`config.mk`:
```
export PLATFORM = sky130hd
export DESIGN_NAME = tdtc_top
export DESIGN_NICKNAME = d
export VERILOG_FILES = /design/src/pkg/tdtc_pkg.sv /design/src/hdl/tdtc_step_timer.sv /design/src/hdl/tdtc_top.sv
export SDC_FILE = /design/constraint.sdc
export NUM_CORES = 1
export LEC_CHECK = 0
export ABC_AREA = 1
export BUFFER_PORTS_ARGS = -buffer_cell sky130_fd_sc_hd__buf_2
export CAP_MARGIN = 20
export CORE_MARGIN = 4
export CORE_UTILIZATION = 40
export CTS_CLUSTER_SIZE = 25
export DETAILED_ROUTE_END_ITERATION = 7
export SLEW_MARGIN = 20
export SYNTH_ARGS = -nofsm -noshare
export SYNTH_HDL_FRONTEND = slang
export SYNTH_HIERARCHICAL = 1
export SYNTH_SLANG_ARGS = --single-unit
export TNS_END_PERCENT = 1
```
`constraint.sdc`:
```
create_clock -name sys_clk -period 3.15 [get_ports sys_clk]
set_clock_uncertainty 0.05 [all_clocks]
set_input_delay 0.315 -clock sys_clk [delete_from_list [all_inputs] [get_ports sys_clk]]
set_output_delay 0.315 -clock sys_clk [all_outputs]
set_load 0.1 [all_outputs]
```
`src/pkg/tdtc_pkg.sv`:
```
// Purpose: shared constants and types for the jolt debounce and tap configuration block
// Assumes: 40 MHz system clock, 8-bit register port behind the serial host interface
// Notes:   rate and mode codes follow the device's own sample-rate and oversampling encoding
package tdtc_pkg;

   // register map
   localparam logic [7:0] TDTC_OFS_DEBOUNCE_COUNT = 8'h20;
   localparam logic [7:0] TDTC_OFS_TAP_CONFIG     = 8'h21;
   localparam logic [7:0] TDTC_OFS_TAP_SOURCE     = 8'h22;

   // reset and read-back values
   localparam logic [7:0] TDTC_DEBOUNCE_COUNT_RST = 8'h00;
   localparam logic [7:0] TDTC_TAP_CONFIG_RST     = 8'h00;
   localparam logic [7:0] TDTC_TAP_SOURCE_RST     = 8'h00;
   localparam logic [7:0] TDTC_UNMAPPED_READ      = 8'h00;

   // timing: the smallest debounce step, every other step is a power-of-two multiple
   localparam int unsigned TDTC_CLK_PERIOD_NS = 25;
   localparam int unsigned TDTC_STEP_BASE_NS  = 1250000;
   localparam int unsigned TDTC_STEP_BASE_CYC = (TDTC_STEP_BASE_NS + TDTC_CLK_PERIOD_NS - 1) / TDTC_CLK_PERIOD_NS;
   localparam int unsigned TDTC_TMR_W         = 24;

   // step multipliers of the base step: 1.25, 2.5, 5, 10, 20, 80, 160 ms
   localparam logic [7:0] TDTC_MUL_1P25 = 8'h01;
   localparam logic [7:0] TDTC_MUL_2P5  = 8'h02;
   localparam logic [7:0] TDTC_MUL_5    = 8'h04;
   localparam logic [7:0] TDTC_MUL_10   = 8'h08;
   localparam logic [7:0] TDTC_MUL_20   = 8'h10;
   localparam logic [7:0] TDTC_MUL_80   = 8'h40;
   localparam logic [7:0] TDTC_MUL_160  = 8'h80;

   typedef enum logic [2:0] {
      TDTC_RATE_800  = 3'h0,
      TDTC_RATE_400  = 3'h1,
      TDTC_RATE_200  = 3'h2,
      TDTC_RATE_100  = 3'h3,
      TDTC_RATE_50   = 3'h4,
      TDTC_RATE_12P5 = 3'h5,
      TDTC_RATE_6P25 = 3'h6,
      TDTC_RATE_1P56 = 3'h7
   } tdtc_rate_t;

   typedef enum logic [1:0] {
      TDTC_MODE_NORMAL = 2'h0,
      TDTC_MODE_LNLP   = 2'h1,
      TDTC_MODE_HIRES  = 2'h2,
      TDTC_MODE_LOWPWR = 2'h3
   } tdtc_mode_t;

   // tap detect configuration register layout, bit 7 down to bit 0
   typedef struct packed {
      logic doubleTapAbort;
      logic eventLatchEnable;
      logic zDoubleTapEnable;
      logic zSingleTapEnable;
      logic yDoubleTapEnable;
      logic ySingleTapEnable;
      logic xDoubleTapEnable;
      logic xSingleTapEnable;
   } tdtc_tap_cfg_t;

   // tap event source layout: active, axis z/y/x, double, polarity z/y/x
   typedef struct packed {
      logic       active;
      logic [2:0] axis;
      logic       dbl;
      logic [2:0] pol;
   } tdtc_tap_src_t;

   // raw tap hits from the pulse detector, index 2 = z, 1 = y, 0 = x
   typedef struct packed {
      logic [2:0] single;
      logic [2:0] double;
      logic [2:0] pol;
   } tdtc_tap_hit_t;

endpackage
```
`src/hdl/tdtc_step_timer.sv`:
```
// Purpose: debounce time-step generator chosen by sample rate and oversampling mode
// Assumes: rate and mode are quasi-static register fields
// Notes:   a change of setting applies to the running step one cycle later; the timer is not restarted
`timescale 1ns/1ps
module tdtc_step_timer
#(
   parameter int unsigned STEP_BASE_CYC = tdtc_pkg::TDTC_STEP_BASE_CYC
)
(
   input  wire logic                 sys_clk,
   input  wire logic                 nrst,
   input  wire tdtc_pkg::tdtc_rate_t outputSampleRate,
   input  wire tdtc_pkg::tdtc_mode_t sampleMode,
   output logic                      stepTick
);

   logic [7:0]                          mult;
   logic [tdtc_pkg::TDTC_TMR_W-1:0]     stepPeriod;
   logic [tdtc_pkg::TDTC_TMR_W-1:0]     tmr;

   always_comb
   begin
      mult = tdtc_pkg::TDTC_MUL_20;
      unique case (outputSampleRate)
         tdtc_pkg::TDTC_RATE_800 : mult = tdtc_pkg::TDTC_MUL_1P25;
         tdtc_pkg::TDTC_RATE_400 : mult = tdtc_pkg::TDTC_MUL_2P5;
         tdtc_pkg::TDTC_RATE_200 : mult = tdtc_pkg::TDTC_MUL_5;
         tdtc_pkg::TDTC_RATE_100 : mult = tdtc_pkg::TDTC_MUL_10;
         tdtc_pkg::TDTC_RATE_50  : mult = tdtc_pkg::TDTC_MUL_20;
         tdtc_pkg::TDTC_RATE_12P5: mult = (sampleMode == tdtc_pkg::TDTC_MODE_NORMAL) ?
                                          tdtc_pkg::TDTC_MUL_20 : tdtc_pkg::TDTC_MUL_80;
         tdtc_pkg::TDTC_RATE_6P25,
         tdtc_pkg::TDTC_RATE_1P56:
         begin
            if (sampleMode == tdtc_pkg::TDTC_MODE_NORMAL)
               mult = tdtc_pkg::TDTC_MUL_20;
            else if (sampleMode == tdtc_pkg::TDTC_MODE_LOWPWR)
               mult = tdtc_pkg::TDTC_MUL_160;
            else
               mult = tdtc_pkg::TDTC_MUL_80;
         end
      endcase
      // high resolution never exceeds 2.5 ms
      if (sampleMode == tdtc_pkg::TDTC_MODE_HIRES && outputSampleRate != tdtc_pkg::TDTC_RATE_800)
         mult = tdtc_pkg::TDTC_MUL_2P5;
   end

   always_ff @(posedge sys_clk or negedge nrst)
   begin
      if (!nrst)
         stepPeriod <= '0;
      else
         stepPeriod <= tdtc_pkg::TDTC_TMR_W'(32'(mult) * STEP_BASE_CYC);
   end

   always_ff @(posedge sys_clk or negedge nrst)
   begin
      if (!nrst)
      begin
         tmr      <= '0;
         stepTick <= 1'b0;
      end
      else if (stepPeriod != '0 && tmr >= stepPeriod - 1'b1)
      begin
         tmr      <= '0;
         stepTick <= 1'b1;
      end
      else
      begin
         tmr      <= tmr + 1'b1;
         stepTick <= 1'b0;
      end
   end

   // the period register only reloads one cycle after reset is released
   fast_step_a: assert property (@(posedge sys_clk) disable iff (!nrst)
      $past(nrst) && $past(outputSampleRate == tdtc_pkg::TDTC_RATE_800)
      |-> stepPeriod == tdtc_pkg::TDTC_TMR_W'(STEP_BASE_CYC))
      else $error("800 Hz step is not 1.25 ms");

   hires_step_a: assert property (@(posedge sys_clk) disable iff (!nrst)
      $past(nrst) && $past(sampleMode == tdtc_pkg::TDTC_MODE_HIRES && outputSampleRate != tdtc_pkg::TDTC_RATE_800)
      |-> stepPeriod == tdtc_pkg::TDTC_TMR_W'(2 * STEP_BASE_CYC))
      else $error("high resolution step is not 2.5 ms");

   slow_lp_step_a: assert property (@(posedge sys_clk) disable iff (!nrst)
      $past(nrst) && $past(sampleMode == tdtc_pkg::TDTC_MODE_LOWPWR && outputSampleRate >= tdtc_pkg::TDTC_RATE_6P25)
      |-> stepPeriod == tdtc_pkg::TDTC_TMR_W'(128 * STEP_BASE_CYC))
      else $error("slow low power step is not 160 ms");

endmodule // tdtc_step_timer

```
`src/hdl/tdtc_top.sv`:
```
// Purpose: jolt debounce counter and tap detect configuration with event source latching
// Assumes: register port strobes come from the serial host interface, one cycle each
// Notes:   jolt comparison and pulse timing are done upstream; this block qualifies them
`timescale 1ns/1ps
module tdtc_top
#(
   parameter int unsigned STEP_BASE_CYC = tdtc_pkg::TDTC_STEP_BASE_CYC
)
(
   input  wire logic                   sys_clk,
   input  wire logic                   nrst,
   input  wire logic                   regWrite,
   input  wire logic                   regRead,
   input  wire logic [7:0]             regAddr,
   input  wire logic [7:0]             regWdata,
   output logic [7:0]                  regRdata,
   input  wire tdtc_pkg::tdtc_rate_t   outputSampleRate,
   input  wire tdtc_pkg::tdtc_mode_t   sampleMode,
   input  wire logic                   joltExceed,
   input  wire logic                   debounceCounterMode,
   input  wire tdtc_pkg::tdtc_tap_hit_t tapHit,
   input  wire logic                   latencyOpen,
   input  wire logic                   pulseStart,
   input  wire logic                   pulseEnd,
   output logic                        transientEvent,
   output tdtc_pkg::tdtc_tap_src_t     tapEventSource,
   output logic                        doubleTapSuspended
);

   logic [7:0]                debounceCount;
   tdtc_pkg::tdtc_tap_cfg_t   tapCfg;
   logic [7:0]                debCnt;
   logic                      stepTick;
   logic                      inWindow;
   logic                      srcRead;
   logic [2:0]                singleEn;
   logic [2:0]                doubleEn;
   logic [2:0]                singleQual;
   logic [2:0]                doubleQual;
   logic                      tapAny;
   tdtc_pkg::tdtc_tap_src_t   next_tapSrc;

   tdtc_step_timer #(
      .STEP_BASE_CYC (STEP_BASE_CYC)
   ) u_step (
      .sys_clk          (sys_clk),
      .nrst             (nrst),
      .outputSampleRate (outputSampleRate),
      .sampleMode       (sampleMode),
      .stepTick         (stepTick)
   );

   assign srcRead = regRead && regAddr == tdtc_pkg::TDTC_OFS_TAP_SOURCE;

   always_ff @(posedge sys_clk or negedge nrst)
   begin
      if (!nrst)
      begin
         debounceCount <= tdtc_pkg::TDTC_DEBOUNCE_COUNT_RST;
         tapCfg        <= tdtc_pkg::TDTC_TAP_CONFIG_RST;
      end
      else if (regWrite)
      begin
         if (regAddr == tdtc_pkg::TDTC_OFS_DEBOUNCE_COUNT)
            debounceCount <= regWdata;
         if (regAddr == tdtc_pkg::TDTC_OFS_TAP_CONFIG)
            tapCfg <= regWdata;
      end
   end

   // read data holds until the next read
   always_ff @(posedge sys_clk or negedge nrst)
   begin
      if (!nrst)
         regRdata <= tdtc_pkg::TDTC_UNMAPPED_READ;
      else if (regRead)
      begin
         unique case (regAddr)
            tdtc_pkg::TDTC_OFS_DEBOUNCE_COUNT: regRdata <= debounceCount;
            tdtc_pkg::TDTC_OFS_TAP_CONFIG    : regRdata <= tapCfg;
            tdtc_pkg::TDTC_OFS_TAP_SOURCE    : regRdata <= tapEventSource;
            default                          : regRdata <= tdtc_pkg::TDTC_UNMAPPED_READ;
         endcase
      end
   end

   // debounce counter stepped by the time base
   always_ff @(posedge sys_clk or negedge nrst)
   begin
      if (!nrst)
      begin
         debCnt         <= '0;
         transientEvent <= 1'b0;
      end
      else if (stepTick)
      begin
         if (joltExceed)
         begin
            if (debCnt >= debounceCount)
               transientEvent <= 1'b1;
            else
               debCnt <= debCnt + 1'b1;
         end
         else
         begin
            transientEvent <= 1'b0;
            if (debounceCounterMode)
               debCnt <= '0;
            else if (debCnt != '0)
               debCnt <= debCnt - 1'b1;
         end
      end
   end

   // per-axis enables, index 2 = z
   assign singleEn = {tapCfg.zSingleTapEnable, tapCfg.ySingleTapEnable, tapCfg.xSingleTapEnable};
   assign doubleEn = {tapCfg.zDoubleTapEnable, tapCfg.yDoubleTapEnable, tapCfg.xDoubleTapEnable};

   genvar ax;
   generate
      for (ax = 0; ax < 3; ax++)
      begin : g_axis
         assign singleQual[ax] = tapHit.single[ax] && singleEn[ax];
         assign doubleQual[ax] = tapHit.double[ax] && doubleEn[ax] && !doubleTapSuspended;
      end
   endgenerate

   assign tapAny = |singleQual || |doubleQual;

   always_comb
   begin
      next_tapSrc        = '0;
      next_tapSrc.active = tapAny;
      next_tapSrc.axis   = singleQual | doubleQual;
      next_tapSrc.dbl    = |doubleQual;
      next_tapSrc.pol    = tapHit.pol & (singleQual | doubleQual);
   end

   // track a pulse that starts inside the latency window
   always_ff @(posedge sys_clk or negedge nrst)
   begin
      if (!nrst)
         inWindow <= 1'b0;
      else if (pulseStart)
         inWindow <= latencyOpen;
      else if (!latencyOpen)
         inWindow <= 1'b0;
   end

   // suspend only with abort set, until a new tap sequence starts
   always_ff @(posedge sys_clk or negedge nrst)
   begin
      if (!nrst)
         doubleTapSuspended <= 1'b0;
      else if (!tapCfg.doubleTapAbort)
         doubleTapSuspended <= 1'b0;
      else if (pulseEnd && latencyOpen && (inWindow || pulseStart))
         doubleTapSuspended <= 1'b1;
      else if (pulseStart && !latencyOpen)
         doubleTapSuspended <= 1'b0;
   end

   // source register, live or latched; a new event wins over the read clear
   always_ff @(posedge sys_clk or negedge nrst)
   begin
      if (!nrst)
         tapEventSource <= tdtc_pkg::TDTC_TAP_SOURCE_RST;
      else if (!tapCfg.eventLatchEnable)
         tapEventSource <= next_tapSrc;
      else if (tapAny && (!tapEventSource.active || srcRead))
         tapEventSource <= next_tapSrc;
      else if (srcRead)
         tapEventSource <= tdtc_pkg::TDTC_TAP_SOURCE_RST;
   end

   jolt_after_count_a: assert property (@(posedge sys_clk) disable iff (!nrst)
      $rose(transientEvent) |-> $past(stepTick && joltExceed && debCnt >= debounceCount))
      else $error("jolt event raised before debounce count reached");

   count_on_step_a: assert property (@(posedge sys_clk) disable iff (!nrst)
      !stepTick |=> $stable(debCnt))
      else $error("debounce counter moved without a step");

   zero_count_fire_a: assert property (@(posedge sys_clk) disable iff (!nrst)
      stepTick && joltExceed && debounceCount == 8'h00 |=> transientEvent)
      else $error("zero count did not flag on first exceeding sample");

   mode_clear_a: assert property (@(posedge sys_clk) disable iff (!nrst)
      stepTick && !joltExceed && debounceCounterMode |=> debCnt == 8'h00 && !transientEvent)
      else $error("clear mode did not clear the counter");

   mode_decrement_a: assert property (@(posedge sys_clk) disable iff (!nrst)
      stepTick && !joltExceed && !debounceCounterMode && debCnt != 8'h00 |=> debCnt == $past(debCnt) - 8'h01)
      else $error("decrement mode did not decrement");

   no_abort_a: assert property (@(posedge sys_clk) disable iff (!nrst)
      !tapCfg.doubleTapAbort |=> !doubleTapSuspended)
      else $error("double tap suspended with abort clear");

   abort_suspend_a: assert property (@(posedge sys_clk) disable iff (!nrst)
      tapCfg.doubleTapAbort && !regWrite && pulseEnd && latencyOpen && inWindow |=> doubleTapSuspended)
      else $error("pulse inside latency window did not suspend double tap");

   latched_hold_a: assert property (@(posedge sys_clk) disable iff (!nrst)
      tapCfg.eventLatchEnable && tapEventSource.active && !srcRead |=> $stable(tapEventSource))
      else $error("latched tap source changed without a read");

   read_clears_a: assert property (@(posedge sys_clk) disable iff (!nrst)
      tapCfg.eventLatchEnable && srcRead && !tapAny |=> tapEventSource == 8'h00)
      else $error("tap source read did not clear latched flags");

   axis_enable_a: assert property (@(posedge sys_clk) disable iff (!nrst)
      $rose(tapEventSource.axis[0]) |-> $past(tapCfg.xSingleTapEnable || tapCfg.xDoubleTapEnable))
      else $error("x tap flagged with both x enables clear");

endmodule // tdtc_top

```
==> impl_metrics.json <==
{
  "critPathTopFamily": "adder cells",
  "synth-simple-area-share_pct": 29.1,
  "synth_common_cells": "nand2_1, inv_1, dfrtp_1",
  "antenna_found_initial": 0,
  "drt-initial-drc-count": 273,
  "synth_seq_area_share_pct": 31.8,
  "postPlaceCellArea_mm2": 0.00787,
  "worst_slew_pin_slew_ns": 0.485,
  "path_clk_slew_ns": 0.06,
  "async_flop_share_pct": 100,
  "layout_setup_ws_ns": 0.130,
  "min_period_over_period_pct": 95.9,
  "dr_wl_met2_um": 7780,
  "first_global_vias": 5902,
  "ctsHtreeMaxLevel": 3,
  "wl_per_cell_um": 13.5,
  "cp_slowest_cell": "fa_1",
  "cts-buffers-inserted": 9,
  "dpl.hpwl_um": 12700,
  "clock_sink_count": 88,
  "critPathRequiredTime_ns": 3.33,
  "yosysMostFrequentCell": "nand2_1",
  "hold_viol": 0,
  "ir_drop_uv": 308,
  "path_class": "input pin to flip-flop",
  "die_width_um": 140,
  "crit_arrival_ns": 3.20,
  "maxUsedRoutingLayer": "met4",
  "maxCapViolations": 0,
  "met1_length_um": 7690,
  "first_pass_iters": 4,
  "synth_top_family_by_area": "simple AND/OR/NAND/NOR gates",
  "yosys.area.top_type_share_pct": 31.8,
  "die_area_mm2": 0.0195,
  "route.detailed.drc": 0,
  "ys.flop_type": "dfrtp_1",
  "cpPeakStageDelay_ns": 0.45,
  "cts_tree": "yes",
  "coreArea_mm2": 0.0168,
  "vias": 6031,
  "num_rows": 47,
  "avgSynthCellArea_um2": 7.78,
  "hold_class": "input pin to flip-flop",
  "final_max_slew_viol_count": 0,
  "synth_mux_area_share_pct": 0,
  "status": "finished, final reports clean",
  "die_h_um": 140,
  "grt-ovfl-total": 0,
  "crit_path_end_kind": "flip-flop",
  "io-pin-count": 57,
  "cp_cell_sequence": "buf_4, inv_2, buf_4, nor4_4, ha_1, ha_4, fa_1, ha_4, ha_4, a21o_1, a21oi_2, nand2_2, nand2_2, nand2_1, nand2_1, nand2_1",
  "ys_ff_latch": 88,
  "rsz0062_at_grt": "true",
  "dr_wl_met3_um": 648,
  "synthCells": 890,
  "area_growth_pct": 23.1,
  "floorplan.initialDensity_pct": 41.3,
  "finalPower_w": 0.00360,
  "ant_nets": 0,
  "p_leak_nw": 4.41,
  "start_kind": "input pin",
  "synth_xor_area_share_pct": 5.19,
  "slew-limit-headroom_pct": 67.6,
  "pre_cts_ws_ns": -0.426,
  "synth_cell_type_count": 40,
  "gp_congestion": 0.919,
  "grt_max_degree": 89,
  "netlist_area_mm2": 0.00692,
  "grt_pass1_wl_um": 28100,
  "synth_compound_area_share_pct": 10.0,
  "via_per_inst": 4.94,
  "synth_edf_count": 0,
  "gr-usage-all-layers_pct": 17.3,
  "clkLatencyLatePin_ns": 0.34,
  "antennaDiodeCount": 0,
  "numPortBuffers": 56,
  "worst-path-max-fanout": 4,
  "power.density_mw_per_mm2": 423,
  "setup_viol_count_final": 0,
  "period_minus_slack_ns": 3.02,
  "worst_hold_slack_ns": 0.167,
  "synthAdderAreaFrac_pct": 17.3,
  "synthTopCellsByArea": "dfrtp_1, ha_1, nand2_1",
  "nets": 1127,
  "finalWirelength_um": 16500,
  "synth_fp_nets": 1020,
  "fmax_ghz": 0.331,
  "clock_path_buffers": 2,
  "crit_buf_inv": 3,
  "finalNonFillerCells": 1221,
  "numPlacedInstances": 1199,
  "final_area_mm2": 0.00852,
  "synth_area_leader_cell": "dfrtp_1",
  "drive_gt1_share_pct": 25.3,
  "cts_root_buffer": "clkbuf_16",
  "ys_warn_count": 6
}
[worst reg2reg max path, delay by kind of cell (launching register included)]
| kind | cells | cell delay (ns) |
|---|---|---|
| simple gates | 11 | 1.22 |
| flops | 1 | 0.40 |
| xor+xnor | 1 | 0.15 |
| buf+inv | 3 | 0.33 |
| fa+ha+maj | 2 | 0.51 |
[sequential cells by signal, indices dropped and copies added (netlist names), 2 cells and up]
register and count:
debCnt 8, u_step/tmr 24, regRdata 8, doubleEn 3, tapEventSource 8, u_step/stepPeriod 20
singleEn 3, debounceCount 8, tapCfg 2
[where the power goes]
part / leakage, nW / total, W / switching (W) / internal [W]
Clock: 0.144 / 0.00110 / 0.000446 / 0.000655
Combinational: 3.15 / 0.00114 / 0.000746 / 0.000392
Sequential: 1.12 / 0.00137 / 0.000122 / 0.00124
Total: 4.41 / 0.00360 / 0.00131 / 0.00229
[repair_timing]
action                     in CTS  in global routing
setup endpoints to repair       5                 12
hold buffers                    1                  0
resized for setup               3                 57
buffers inserted                3                  3
pin swaps                       4                 29
gates cloned                    0                  0
hold endpoints to repair       88                  0
[path summary, 6_finish.rpt]
check,from,to,slack (ns),cells after the start
min in group asynchronous,nrst,regRdata[1],0.49,3
max,outputSampleRate[1],u_step/stepPeriod[19],0.13,16
min reg2reg,regRdata[3],regRdata[3],0.43,2
max in group asynchronous,nrst,u_step/stepPeriod[19],2.17,3
max reg2reg,u_step/stepPeriod[4],u_step/stepTick,0.38,17
min,pulseEnd,doubleTapSuspended,0.17,3
[per-stage QoR]
stage / utilization, % / setup TNS (ns)
6_report: 50.8 / 0
5_1_grt: 50.8 / -0.111
4_1_cts: 49.1 / -0.00176
3_5_place_dp: 47.0 / -4.28
3_3_place_gp: 47.0 / -3.55
2_1_floorplan: - / -0.829
[per-layer routing]
metal | vias up | GRT usage (%)
li1 | 3123 | -
met2 | 106 | 28.1
met3 | 25 | 2.54
met4 | 0 | 6.37
met5 | - | 0
met1 | 2777 | 23.6
[final cells by class]
class	instances	area [um^2]
clock inverters	4	53.8
multi-input cells	693	4670
well taps	220	275
flip-flops and latches	88	2200
inverters	100	380
fillers	1614	8240
repair buffers	105	689
clock buffers	11	253
[kinds of logic after synthesis]
family                     count (synthesis)
and+or+nand+nor                          452
AOI/OAI and AO/OA                        109
buffers and inverters                    109
adders and majority gates                 91
DFF                                       88
xor gates and xnor gates                  41
[layout by cell type, fill, tap and decap left out, types with 19 or more instances in the layout]
master and instances:
inv_1 84, o21ai_1 25, nand3_1 74, xor2_1 27, a21oi_1 19, buf_2 52
nand2_1 226, a21oi_2 32, buf_4 49, nor2_1 78, dfrtp_1 88, ha_1 61
(Power assumes the default switching activity.)
